===== src/hw/lds_pkg.sv =====
/*
 * shared constants and carrier types for the led dimming and sleep control block.
 * assumes a single 100 MHz clock domain and a synchronous active-high reset.
 */
package lds_pkg;
    // ------------------------------------------------------------
    // sizing
    // ------------------------------------------------------------
    localparam int NUM_GPIO = 10;
    localparam int GPIO_IDX_W = 4;
    localparam int DUTY_W = 4;
    localparam logic [3:0] DUTY_PERIOD = 4'hf;
    localparam int CLK_HZ = 100000000;

    // ------------------------------------------------------------
    // sleep intervals, ticks of the wake timer
    // ------------------------------------------------------------
    localparam int SLEEP_HZ_512 = 512;
    localparam int SLEEP_HZ_64 = 64;
    localparam int SLEEP_HZ_8 = 8;
    localparam int SLEEP_HZ_1 = 1;
    localparam int SLEEP_CYC_512 = CLK_HZ / SLEEP_HZ_512;
    localparam int SLEEP_CYC_64 = CLK_HZ / SLEEP_HZ_64;
    localparam int SLEEP_CYC_8 = CLK_HZ / SLEEP_HZ_8;
    localparam int SLEEP_CYC_1 = CLK_HZ / SLEEP_HZ_1;
    localparam int SLEEP_CNT_W = 27;

    // sleep interval select codes
    localparam logic [1:0] SLP_SEL_512 = 2'h0;
    localparam logic [1:0] SLP_SEL_64 = 2'h1;
    localparam logic [1:0] SLP_SEL_8 = 2'h2;
    localparam logic [1:0] SLP_SEL_1 = 2'h3;

    // ------------------------------------------------------------
    // modes and states
    // ------------------------------------------------------------
    typedef enum logic [1:0] {
        LDS_DIM_FOLLOW = 2'h0,
        LDS_DIM_FLASH = 2'h1,
        LDS_DIM_HOLD = 2'h2,
        LDS_DIM_TOGGLE = 2'h3
    } lds_dim_e;

    typedef enum logic [3:0] {
        LDS_ST_ACTIVE = 4'h1,
        LDS_ST_SLEEP = 4'h2,
        LDS_ST_SCAN = 4'h4,
        LDS_ST_DEEP = 4'h8
    } lds_state_e;

    // ------------------------------------------------------------
    // configuration carrier
    // ------------------------------------------------------------
    typedef struct packed {
        logic [NUM_GPIO-1:0] pwm_en;
        logic [NUM_GPIO-1:0] static_high;
        logic [NUM_GPIO-1:0] use_pwm;
        logic [DUTY_W-1:0] duty;
        lds_dim_e dim_mode;
        logic sleep_en;
        logic deep_en;
        logic [1:0] sleep_sel;
        logic sctl_en;
        logic [GPIO_IDX_W-1:0] sctl_pin;
        logic sctl_irq_en;
        logic [6:0] i2c_addr;
        logic i2c_addr_lock;
    } lds_cfg_s;

    localparam logic [6:0] I2C_ADDR_RESET = 7'h00;
endpackage : lds_pkg


===== src/hw/lds_wake_timer.sv =====
/*
 * wake interval timer for periodic sleep.
 * assumes the caller holds i_run high only while sleeping; counter restarts otherwise.
 */
`timescale 1ns/1ps
`default_nettype none
module lds_wake_timer #(
    parameter int CYC_512 = lds_pkg::SLEEP_CYC_512,
    parameter int CYC_64 = lds_pkg::SLEEP_CYC_64,
    parameter int CYC_8 = lds_pkg::SLEEP_CYC_8,
    parameter int CYC_1 = lds_pkg::SLEEP_CYC_1
) (
    input wire logic i_clk,
    input wire logic i_srst,
    input wire logic i_run,
    input wire logic [1:0] i_sel,
    output logic o_tick
);
    typedef struct packed {
        logic [lds_pkg::SLEEP_CNT_W-1:0] cnt;
        logic tick;
    } lds_tmr_s;

    lds_tmr_s st;
    lds_tmr_s next_st;
    logic [lds_pkg::SLEEP_CNT_W-1:0] limit;

    always_comb begin
        unique case (i_sel)
            lds_pkg::SLP_SEL_512: limit = lds_pkg::SLEEP_CNT_W'(CYC_512 - 1);
            lds_pkg::SLP_SEL_64: limit = lds_pkg::SLEEP_CNT_W'(CYC_64 - 1);
            lds_pkg::SLP_SEL_8: limit = lds_pkg::SLEEP_CNT_W'(CYC_8 - 1);
            default: limit = lds_pkg::SLEEP_CNT_W'(CYC_1 - 1);
        endcase
    end

    always_comb begin
        next_st = st;
        next_st.tick = 1'b0;
        if (!i_run) begin
            next_st.cnt = '0;
        end else if (st.cnt >= limit) begin
            next_st.cnt = '0;
            next_st.tick = 1'b1;
        end else begin
            next_st.cnt = st.cnt + 1'b1;
        end
    end

    always_ff @(posedge i_clk) begin
        if (i_srst) begin
            st <= '0;
        end else begin
            st <= next_st;
        end
    end

    assign o_tick = st.tick;
endmodule : lds_wake_timer
`default_nettype wire


===== src/hw/lds_top.sv =====
/*
 * led dimming and power-mode sequencer with a two-way sleep-control pin.
 * assumes configuration arrives as plain ports from an i2c slave on i_clk,
 * button status from a sensing front end on i_clk; gpio pins are asynchronous.
 */
`timescale 1ns/1ps
`default_nettype none
module lds_top #(
    parameter int NUM_GPIO = lds_pkg::NUM_GPIO,
    parameter int CYC_512 = lds_pkg::SLEEP_CYC_512,
    parameter int CYC_64 = lds_pkg::SLEEP_CYC_64,
    parameter int CYC_8 = lds_pkg::SLEEP_CYC_8,
    parameter int CYC_1 = lds_pkg::SLEEP_CYC_1
) (
    input wire logic i_clk,
    input wire logic i_srst,
    input wire lds_pkg::lds_cfg_s i_cfg,
    input wire logic i_addr_wr,
    input wire logic [6:0] i_addr_data,
    input wire logic [NUM_GPIO-1:0] i_button,
    input wire logic i_scan_done,
    input wire logic [NUM_GPIO-1:0] i_gpio_in,
    output logic [NUM_GPIO-1:0] o_gpio_out,
    output logic [NUM_GPIO-1:0] o_gpio_oe,
    output logic [NUM_GPIO-1:0] o_gpio_avail,
    output logic o_sense_pwr,
    output logic o_scan_req,
    output logic o_asleep,
    output logic [6:0] o_i2c_addr
);
    // ------------------------------------------------------------
    // state
    // ------------------------------------------------------------
    typedef struct packed {
        logic [3:0] pwm_cnt;
        logic [3:0] duty_act;
        lds_pkg::lds_dim_e mode_act;
        logic [NUM_GPIO-1:0] btn_prev;
        logic [NUM_GPIO-1:0] lit;
        lds_pkg::lds_state_e pst;
        logic [NUM_GPIO-1:0] gpio_out;
        logic [NUM_GPIO-1:0] gpio_oe;
        logic [NUM_GPIO-1:0] oe_d1;
        logic [NUM_GPIO-1:0] oe_d2;
        logic [NUM_GPIO-1:0] avail;
        logic sense_pwr;
        logic scan_req;
        logic asleep;
        logic [6:0] addr;
    } lds_top_s;

    lds_top_s st;
    lds_top_s next_st;

    // pins cross in from the outside world: two flops before any use
    logic [NUM_GPIO-1:0] gpio_meta;
    logic [NUM_GPIO-1:0] gpio_sync;
    logic tmr_tick;
    logic pwm_wave;
    logic any_press;
    logic gpio_wake;
    logic sctl_low;
    logic [NUM_GPIO-1:0] sctl_mask;
    logic [NUM_GPIO-1:0] drv_mask;
    logic [NUM_GPIO-1:0] pwm_pins;
    logic [NUM_GPIO-1:0] static_pins;

    always_ff @(posedge i_clk) begin
        if (i_srst) begin
            gpio_meta <= '1;
            gpio_sync <= '1;
        end else begin
            gpio_meta <= i_gpio_in;
            gpio_sync <= gpio_meta;
        end
    end

    lds_wake_timer #(
        .CYC_512(CYC_512),
        .CYC_64(CYC_64),
        .CYC_8(CYC_8),
        .CYC_1(CYC_1)
    ) u_timer (
        .i_clk(i_clk),
        .i_srst(i_srst),
        .i_run(st.pst == lds_pkg::LDS_ST_SLEEP),
        .i_sel(i_cfg.sleep_sel),
        .o_tick(tmr_tick)
    );

    // ------------------------------------------------------------
    // sleep-control pin select
    // ------------------------------------------------------------
    genvar gi;
    generate
        for (gi = 0; gi < NUM_GPIO; gi++) begin : g_sel
            assign sctl_mask[gi] = i_cfg.sctl_en && (i_cfg.sctl_pin == lds_pkg::GPIO_IDX_W'(gi));
        end
    endgenerate

    assign pwm_wave = (st.pwm_cnt < st.duty_act);
    assign any_press = |(i_button & ~sctl_mask);
    // the synced level lags our own drive by two cycles: a pin we just let go still reads our low,
    // so it stays masked until the synchroniser has seen the released level
    assign drv_mask = st.gpio_oe | st.oe_d1 | st.oe_d2;
    // gpio wake: any non-sleep-pin input going low, which the interrupt level models
    assign gpio_wake = |(~gpio_sync & ~sctl_mask & ~drv_mask);
    // sleep pin only wakes while it is an input, not while signalling a press
    assign sctl_low = |(sctl_mask & ~gpio_sync & ~drv_mask);
    assign pwm_pins = i_cfg.pwm_en & i_cfg.use_pwm & st.lit & ~sctl_mask;
    assign static_pins = i_cfg.pwm_en & ~(i_cfg.use_pwm & st.lit) & ~sctl_mask;

    // ------------------------------------------------------------
    // next-state logic
    // ------------------------------------------------------------
    always_comb begin
        next_st = st;
        next_st.scan_req = 1'b0;

        // pwm counter; new duty and mode latch only at the wrap
        if (st.pwm_cnt == lds_pkg::DUTY_PERIOD - 4'h1) begin
            next_st.pwm_cnt = '0;
            next_st.duty_act = i_cfg.duty;
            next_st.mode_act = i_cfg.dim_mode;
        end else begin
            next_st.pwm_cnt = st.pwm_cnt + 4'h1;
        end

        // per-pin dimming state, one mode for all pins
        next_st.btn_prev = i_button;
        for (int i = 0; i < NUM_GPIO; i++) begin
            unique case (st.mode_act)
                lds_pkg::LDS_DIM_FOLLOW: next_st.lit[i] = 1'b1;
                lds_pkg::LDS_DIM_FLASH: next_st.lit[i] = i_button[i];
                lds_pkg::LDS_DIM_HOLD: begin
                    if (st.btn_prev[i] && !i_button[i]) begin
                        next_st.lit[i] = 1'b1;
                    end
                end
                lds_pkg::LDS_DIM_TOGGLE: begin
                    if (st.btn_prev[i] != i_button[i]) begin
                        next_st.lit[i] = ~st.lit[i];
                    end
                end
            endcase
        end

        // pin drivers
        next_st.oe_d1 = st.gpio_oe;
        next_st.oe_d2 = st.oe_d1;
        for (int i = 0; i < NUM_GPIO; i++) begin
            next_st.avail[i] = ~sctl_mask[i];
            if (sctl_mask[i]) begin
                // open-drain press signal toward the host
                next_st.gpio_out[i] = 1'b0;
                next_st.gpio_oe[i] = i_cfg.sctl_irq_en && any_press;
            end else if (i_cfg.pwm_en[i]) begin
                next_st.gpio_oe[i] = 1'b1;
                if (i_cfg.use_pwm[i] && st.lit[i]) begin
                    next_st.gpio_out[i] = pwm_wave;
                end else begin
                    next_st.gpio_out[i] = i_cfg.static_high[i];
                end
            end else begin
                next_st.gpio_out[i] = 1'b0;
                next_st.gpio_oe[i] = 1'b0;
            end
        end

        // power-mode sequencer
        unique case (st.pst)
            lds_pkg::LDS_ST_ACTIVE: begin
                if (i_cfg.deep_en && !sctl_low) begin
                    next_st.pst = lds_pkg::LDS_ST_DEEP;
                end else if (i_cfg.sleep_en && !sctl_low) begin
                    next_st.pst = lds_pkg::LDS_ST_SLEEP;
                end
            end
            lds_pkg::LDS_ST_SLEEP: begin
                if (gpio_wake || sctl_low || !i_cfg.sleep_en) begin
                    next_st.pst = lds_pkg::LDS_ST_ACTIVE;
                end else if (tmr_tick) begin
                    next_st.pst = lds_pkg::LDS_ST_SCAN;
                    next_st.scan_req = 1'b1;
                end
            end
            lds_pkg::LDS_ST_SCAN: begin
                if (gpio_wake || sctl_low) begin
                    next_st.pst = lds_pkg::LDS_ST_ACTIVE;
                end else if (i_scan_done) begin
                    next_st.pst = lds_pkg::LDS_ST_SLEEP;
                end
            end
            lds_pkg::LDS_ST_DEEP: begin
                // the wake timer is stopped here, so only a pin or clearing deep_en can end it
                if (gpio_wake || sctl_low || !i_cfg.deep_en) begin
                    next_st.pst = lds_pkg::LDS_ST_ACTIVE;
                end
            end
            default: next_st.pst = lds_pkg::LDS_ST_ACTIVE;
        endcase
        next_st.sense_pwr = (next_st.pst == lds_pkg::LDS_ST_ACTIVE) || (next_st.pst == lds_pkg::LDS_ST_SCAN);
        next_st.asleep = (next_st.pst == lds_pkg::LDS_ST_SLEEP) || (next_st.pst == lds_pkg::LDS_ST_DEEP);

        // address may be rewritten only while unlocked
        if (i_addr_wr && !i_cfg.i2c_addr_lock) begin
            next_st.addr = i_addr_data;
        end
    end

    always_ff @(posedge i_clk) begin
        if (i_srst) begin
            st <= '0;
            st.pst <= lds_pkg::LDS_ST_ACTIVE;
            st.sense_pwr <= 1'b1;
            st.addr <= lds_pkg::I2C_ADDR_RESET;
        end else begin
            st <= next_st;
        end
    end

    assign o_gpio_out = st.gpio_out;
    assign o_gpio_oe = st.gpio_oe;
    assign o_gpio_avail = st.avail;
    assign o_sense_pwr = st.sense_pwr;
    assign o_scan_req = st.scan_req;
    assign o_asleep = st.asleep;
    assign o_i2c_addr = st.addr;
endmodule : lds_top
`default_nettype wire


===== config.mk =====
export PLATFORM = sky130hd
export DESIGN_NAME = lds_top
export DESIGN_NICKNAME = d
export VERILOG_FILES = /design/src/hw/lds_pkg.sv /design/src/hw/lds_wake_timer.sv /design/src/hw/lds_top.sv
export SDC_FILE = /design/constraint.sdc
export NUM_CORES = 1
export LEC_CHECK = 0
export ABC_CLOCK_PERIOD_IN_PS = 4300
export BUFFER_PORTS_ARGS = -buffer_cell sky130_fd_sc_hd__buf_2
export CAP_MARGIN = 0
export CORE_MARGIN = 8
export CORE_UTILIZATION = 55
export DETAILED_ROUTE_END_ITERATION = 12
export PLACE_DENSITY = 0.76
export SYNTH_ARGS = -nofsm -noshare
export SYNTH_HDL_FRONTEND = slang
export SYNTH_SLANG_ARGS = --single-unit

===== constraint.sdc =====
create_clock -name i_clk -period 4.3 [get_ports i_clk]
set_clock_uncertainty 0.15 [all_clocks]
set_input_delay 0.215 -clock i_clk [delete_from_list [all_inputs] [get_ports i_clk]]
set_output_delay 0.215 -clock i_clk [all_outputs]
set_load 0.005 [all_outputs]

==> impl_metrics.ini <==
[floorplan]
core_area_mm2 = 0.01142
die_y_um = 124.3
fp.dieW_um = 124.3
initial_utilization = 0.5654
io_pins = 125
die_area_mm2 = 0.01546
rows = 39

[synth]
yosys.area_share.adder = 0.08527
synth_area_mm2 = 0.006456
synth-simple-area-share = 0.2481
synth_seq_cells = 142
synth_mux_area_frac = 0.01085
synthArstFlopShare = 0
synth_compound_area_frac = 0.1070
syn_nets = 865
synth-seq-area-share = 0.4403
synth_top_area_frac = 0.4403
synth.area.top_cells = dfxtp_1 (44%), ha_1 (8.5%), nor2_1 (5.2%), a21oi_1 (4.6%), nor2b_1 (4.4%)
synth-xor-area-share = 0.03663
synth_area_leader_cell = dfxtp_1
yosys_warnings = 0
synth_top_family_by_area = simple AND/OR/NAND/NOR gates
synth_ff_type = dfxtp_1
syn_area_per_cell_um2 = 8.772
synth.distinct_cells = 54
synthCells = 736
synth_edf_count = 0

[setup_path]
cp_data_arrival_time_ns = 3.20
path_max_fanout = 10
end_kind = flop
cp.required_ns = 4.52
crit_slowest_cell = a21oi_1
critPathLaunch = st[91]$_SDFF_PP0_
critPathKind = reg2reg
slowest_delay_ns = 0.79
r2r_cells = 7
rr_startpoint = st[91]$_SDFF_PP0_
start_kind = flop
path_cells = ha_1 > a21o_1 > a21o_1 > a21oi_1 > nand3_1 > a21oi_1 > dlygate4sd3_1

[finish]
mostFrequentLayoutCells = dfxtp_1 (142), buf_2 (117), nor2_1 (89)
n_fill_cell = 845
stdcell_area_mm2 = 0.008240
final_common_cell = dfxtp_1
synthToLayoutAreaGrowth_pct = 27.64
nNetsFinal = 1021
drive_gt1_frac = 0.1989

[drt]
firstDrtPassIters = 6
routed_via_density = 5.489
drt-wirelength-per-cell_um = 16.44
num_vias = 5758
first_iter_violations = 434
drcViolationCount = 0
antenna_left = 0
wl_um = 17240

[timing]
max_freq_ghz = 0.3349
rsz0062_at_grt = false
period_needed_ns = 2.986
post-route-period-util = 0.6944
hold_viol = 0
setup_viol = 0
setup_tns_ns = 0
slew_violations = 0
slew_headroom = 0.3160
tightestPinTransition_ns = 1.025

[global_routing]
gr-usage-met1 = 0.2357
grtUsageMet2 = 0.3643
grt_max_degree = 93
track_usage = 0.2161
antenna_found_initial = 2
busiest_layer = met2
grt_pass1_wl_um = 27820
met3_usage = 0.07617
grt_overflow_total = 0
grt_pass1_vias = 5870

[power]
vdd_drop_max_uv = 383.5
p_per_area_mw_per_mm2 = 386.3
p_leak_nw = 3.562

[placement]
placed_cell_area_mm2 = 0.006865
place_hpwl_um = 11510
gp_congestion = 0.9284
portBuffers = 117

[clock_network]
clk_latency_ns = 0.42
cts_tree = built
cts_max_level = 4
cts_root_buf = clkbuf_16
cts_resized = 0
clock-sinks = 142
clock_path_buffers = 2
cts_buffers = 17
clkTransAtPathRegs_ns = 0.07

[job]
maxCapViolCount = 0

[run_status]
status = complete, no violations

[hold_path]
hold_depth = 4
min_from = i_cfg[10]
hold_path_class = in2reg
## synthesized netlist by cell type, types with 2 or more instances
library cell and number:
nand2_1 57, and3_1 7, ha_1 44, or4_1 4, o21ai_0 22, a22oi_1 6, a21o_1 4, clkbuf_1 17
o2111a_1 2, mux2i_1 7, and2_1 3, nand2b_1 8, xnor2_1 15, buf_2 2, nor4_1 10, dfxtp_1 142
a211oi_1 3, nand4b_1 2, o22ai_1 2, buf_1 2, xor2_1 12, nor2b_1 45, nand4_1 10, a211o_1 2
buf_4 37, nor3_1 17, o31ai_1 4, nand3b_1 4, a21oi_1 59, nand3_1 25, or2_2 24, and4_1 4
inv_1 25, nor2_1 89
## timing repair
| item | in CTS | in global routing |
|---|---|---|
| buffers inserted | 0 | 0 |
| endpoints found under the hold margin | 57 | 1 |
| hold buffers | 76 | 1 |
## final cells by class
cell class | count | area, µm² | area share
clock inverters | 15 | 176.4 | 0.02141
repair buffers | 196 | 1371 | 0.1664
clock buffers | 17 | 425.4 | 0.05162
flip-flops and latches | 142 | 2843 | 0.3450
well taps | 143 | 178.9 | 0.02171
inverters | 25 | 93.84 | 0.01139
diodes | 1 | 2.502 | 0.0003037
multi-input cells | 510 | 3149 | 0.3822
## path summary, 6_finish.rpt
kind                              end  slack (ns)
max reg2reg  o_gpio_out[9]$_SDFF_PP0_        1.31
min           o_gpio_oe[9]$_SDFF_PP0_        0.04
max          o_gpio_out[9]$_SDFF_PP0_        1.31
min reg2reg   gpio_sync[4]$_SDFF_PP1_        0.26
## cell families after synthesis
logic type	after synthesis
compound gates	116
fa+ha+maj	44
xor+xnor	27
simple gates	316
mux	7
flops	142
buf+inv	84
## metrics by stage
stage          setup WS, ns  hold WS [ns]  instances  power (mW)  utilization
2_1_floorplan         1.756        0.1688        736       1.579            -
3_3_place_gp          1.187        0.2435        939       1.649       0.6012
3_5_place_dp          1.075        0.2423        939       1.662       0.6012
4_1_cts               1.412      0.002120       1047       3.194       0.7206
5_1_grt               1.241       0.04878       1049       3.295       0.7217
6_report              1.314       0.04351       1049       3.183       0.7217
## flip-flops by register name, indices dropped and copies added (netlist names)
register        count
gpio_meta          10
gpio_sync          10
next_st            10
o_asleep            1
o_gpio_avail       10
o_gpio_oe          10
o_gpio_out         10
o_i2c_addr          7
o_scan_req          1
o_sense_pwr         1
st                 44
u_timer.o_tick      1
u_timer.st         27
## routing by layer
metal	vias up	wire (µm)
li1	2802	-
met1	2640	6949
met2	252	8322
met3	62	1310
met4	2	652
met5	-	8
## power breakdown
group / internal [mW] / switching (mW)
combinational: 0.154 / 0.150
clock: 0.875 / 0.608
sequential: 1.37 / 0.0298
## critical path: cells and delay by family (launching register included)
family	cells	cell delay, ns
AO/OA/AOI/OAI	4	1.33
adder cells (fa/ha/maj)	1	0.26
buffers and inverters	1	0.57
flip-flops	1	0.41
AND/OR/NAND/NOR	1	0.20
Note: power is estimated with default switching activity, not from simulation.
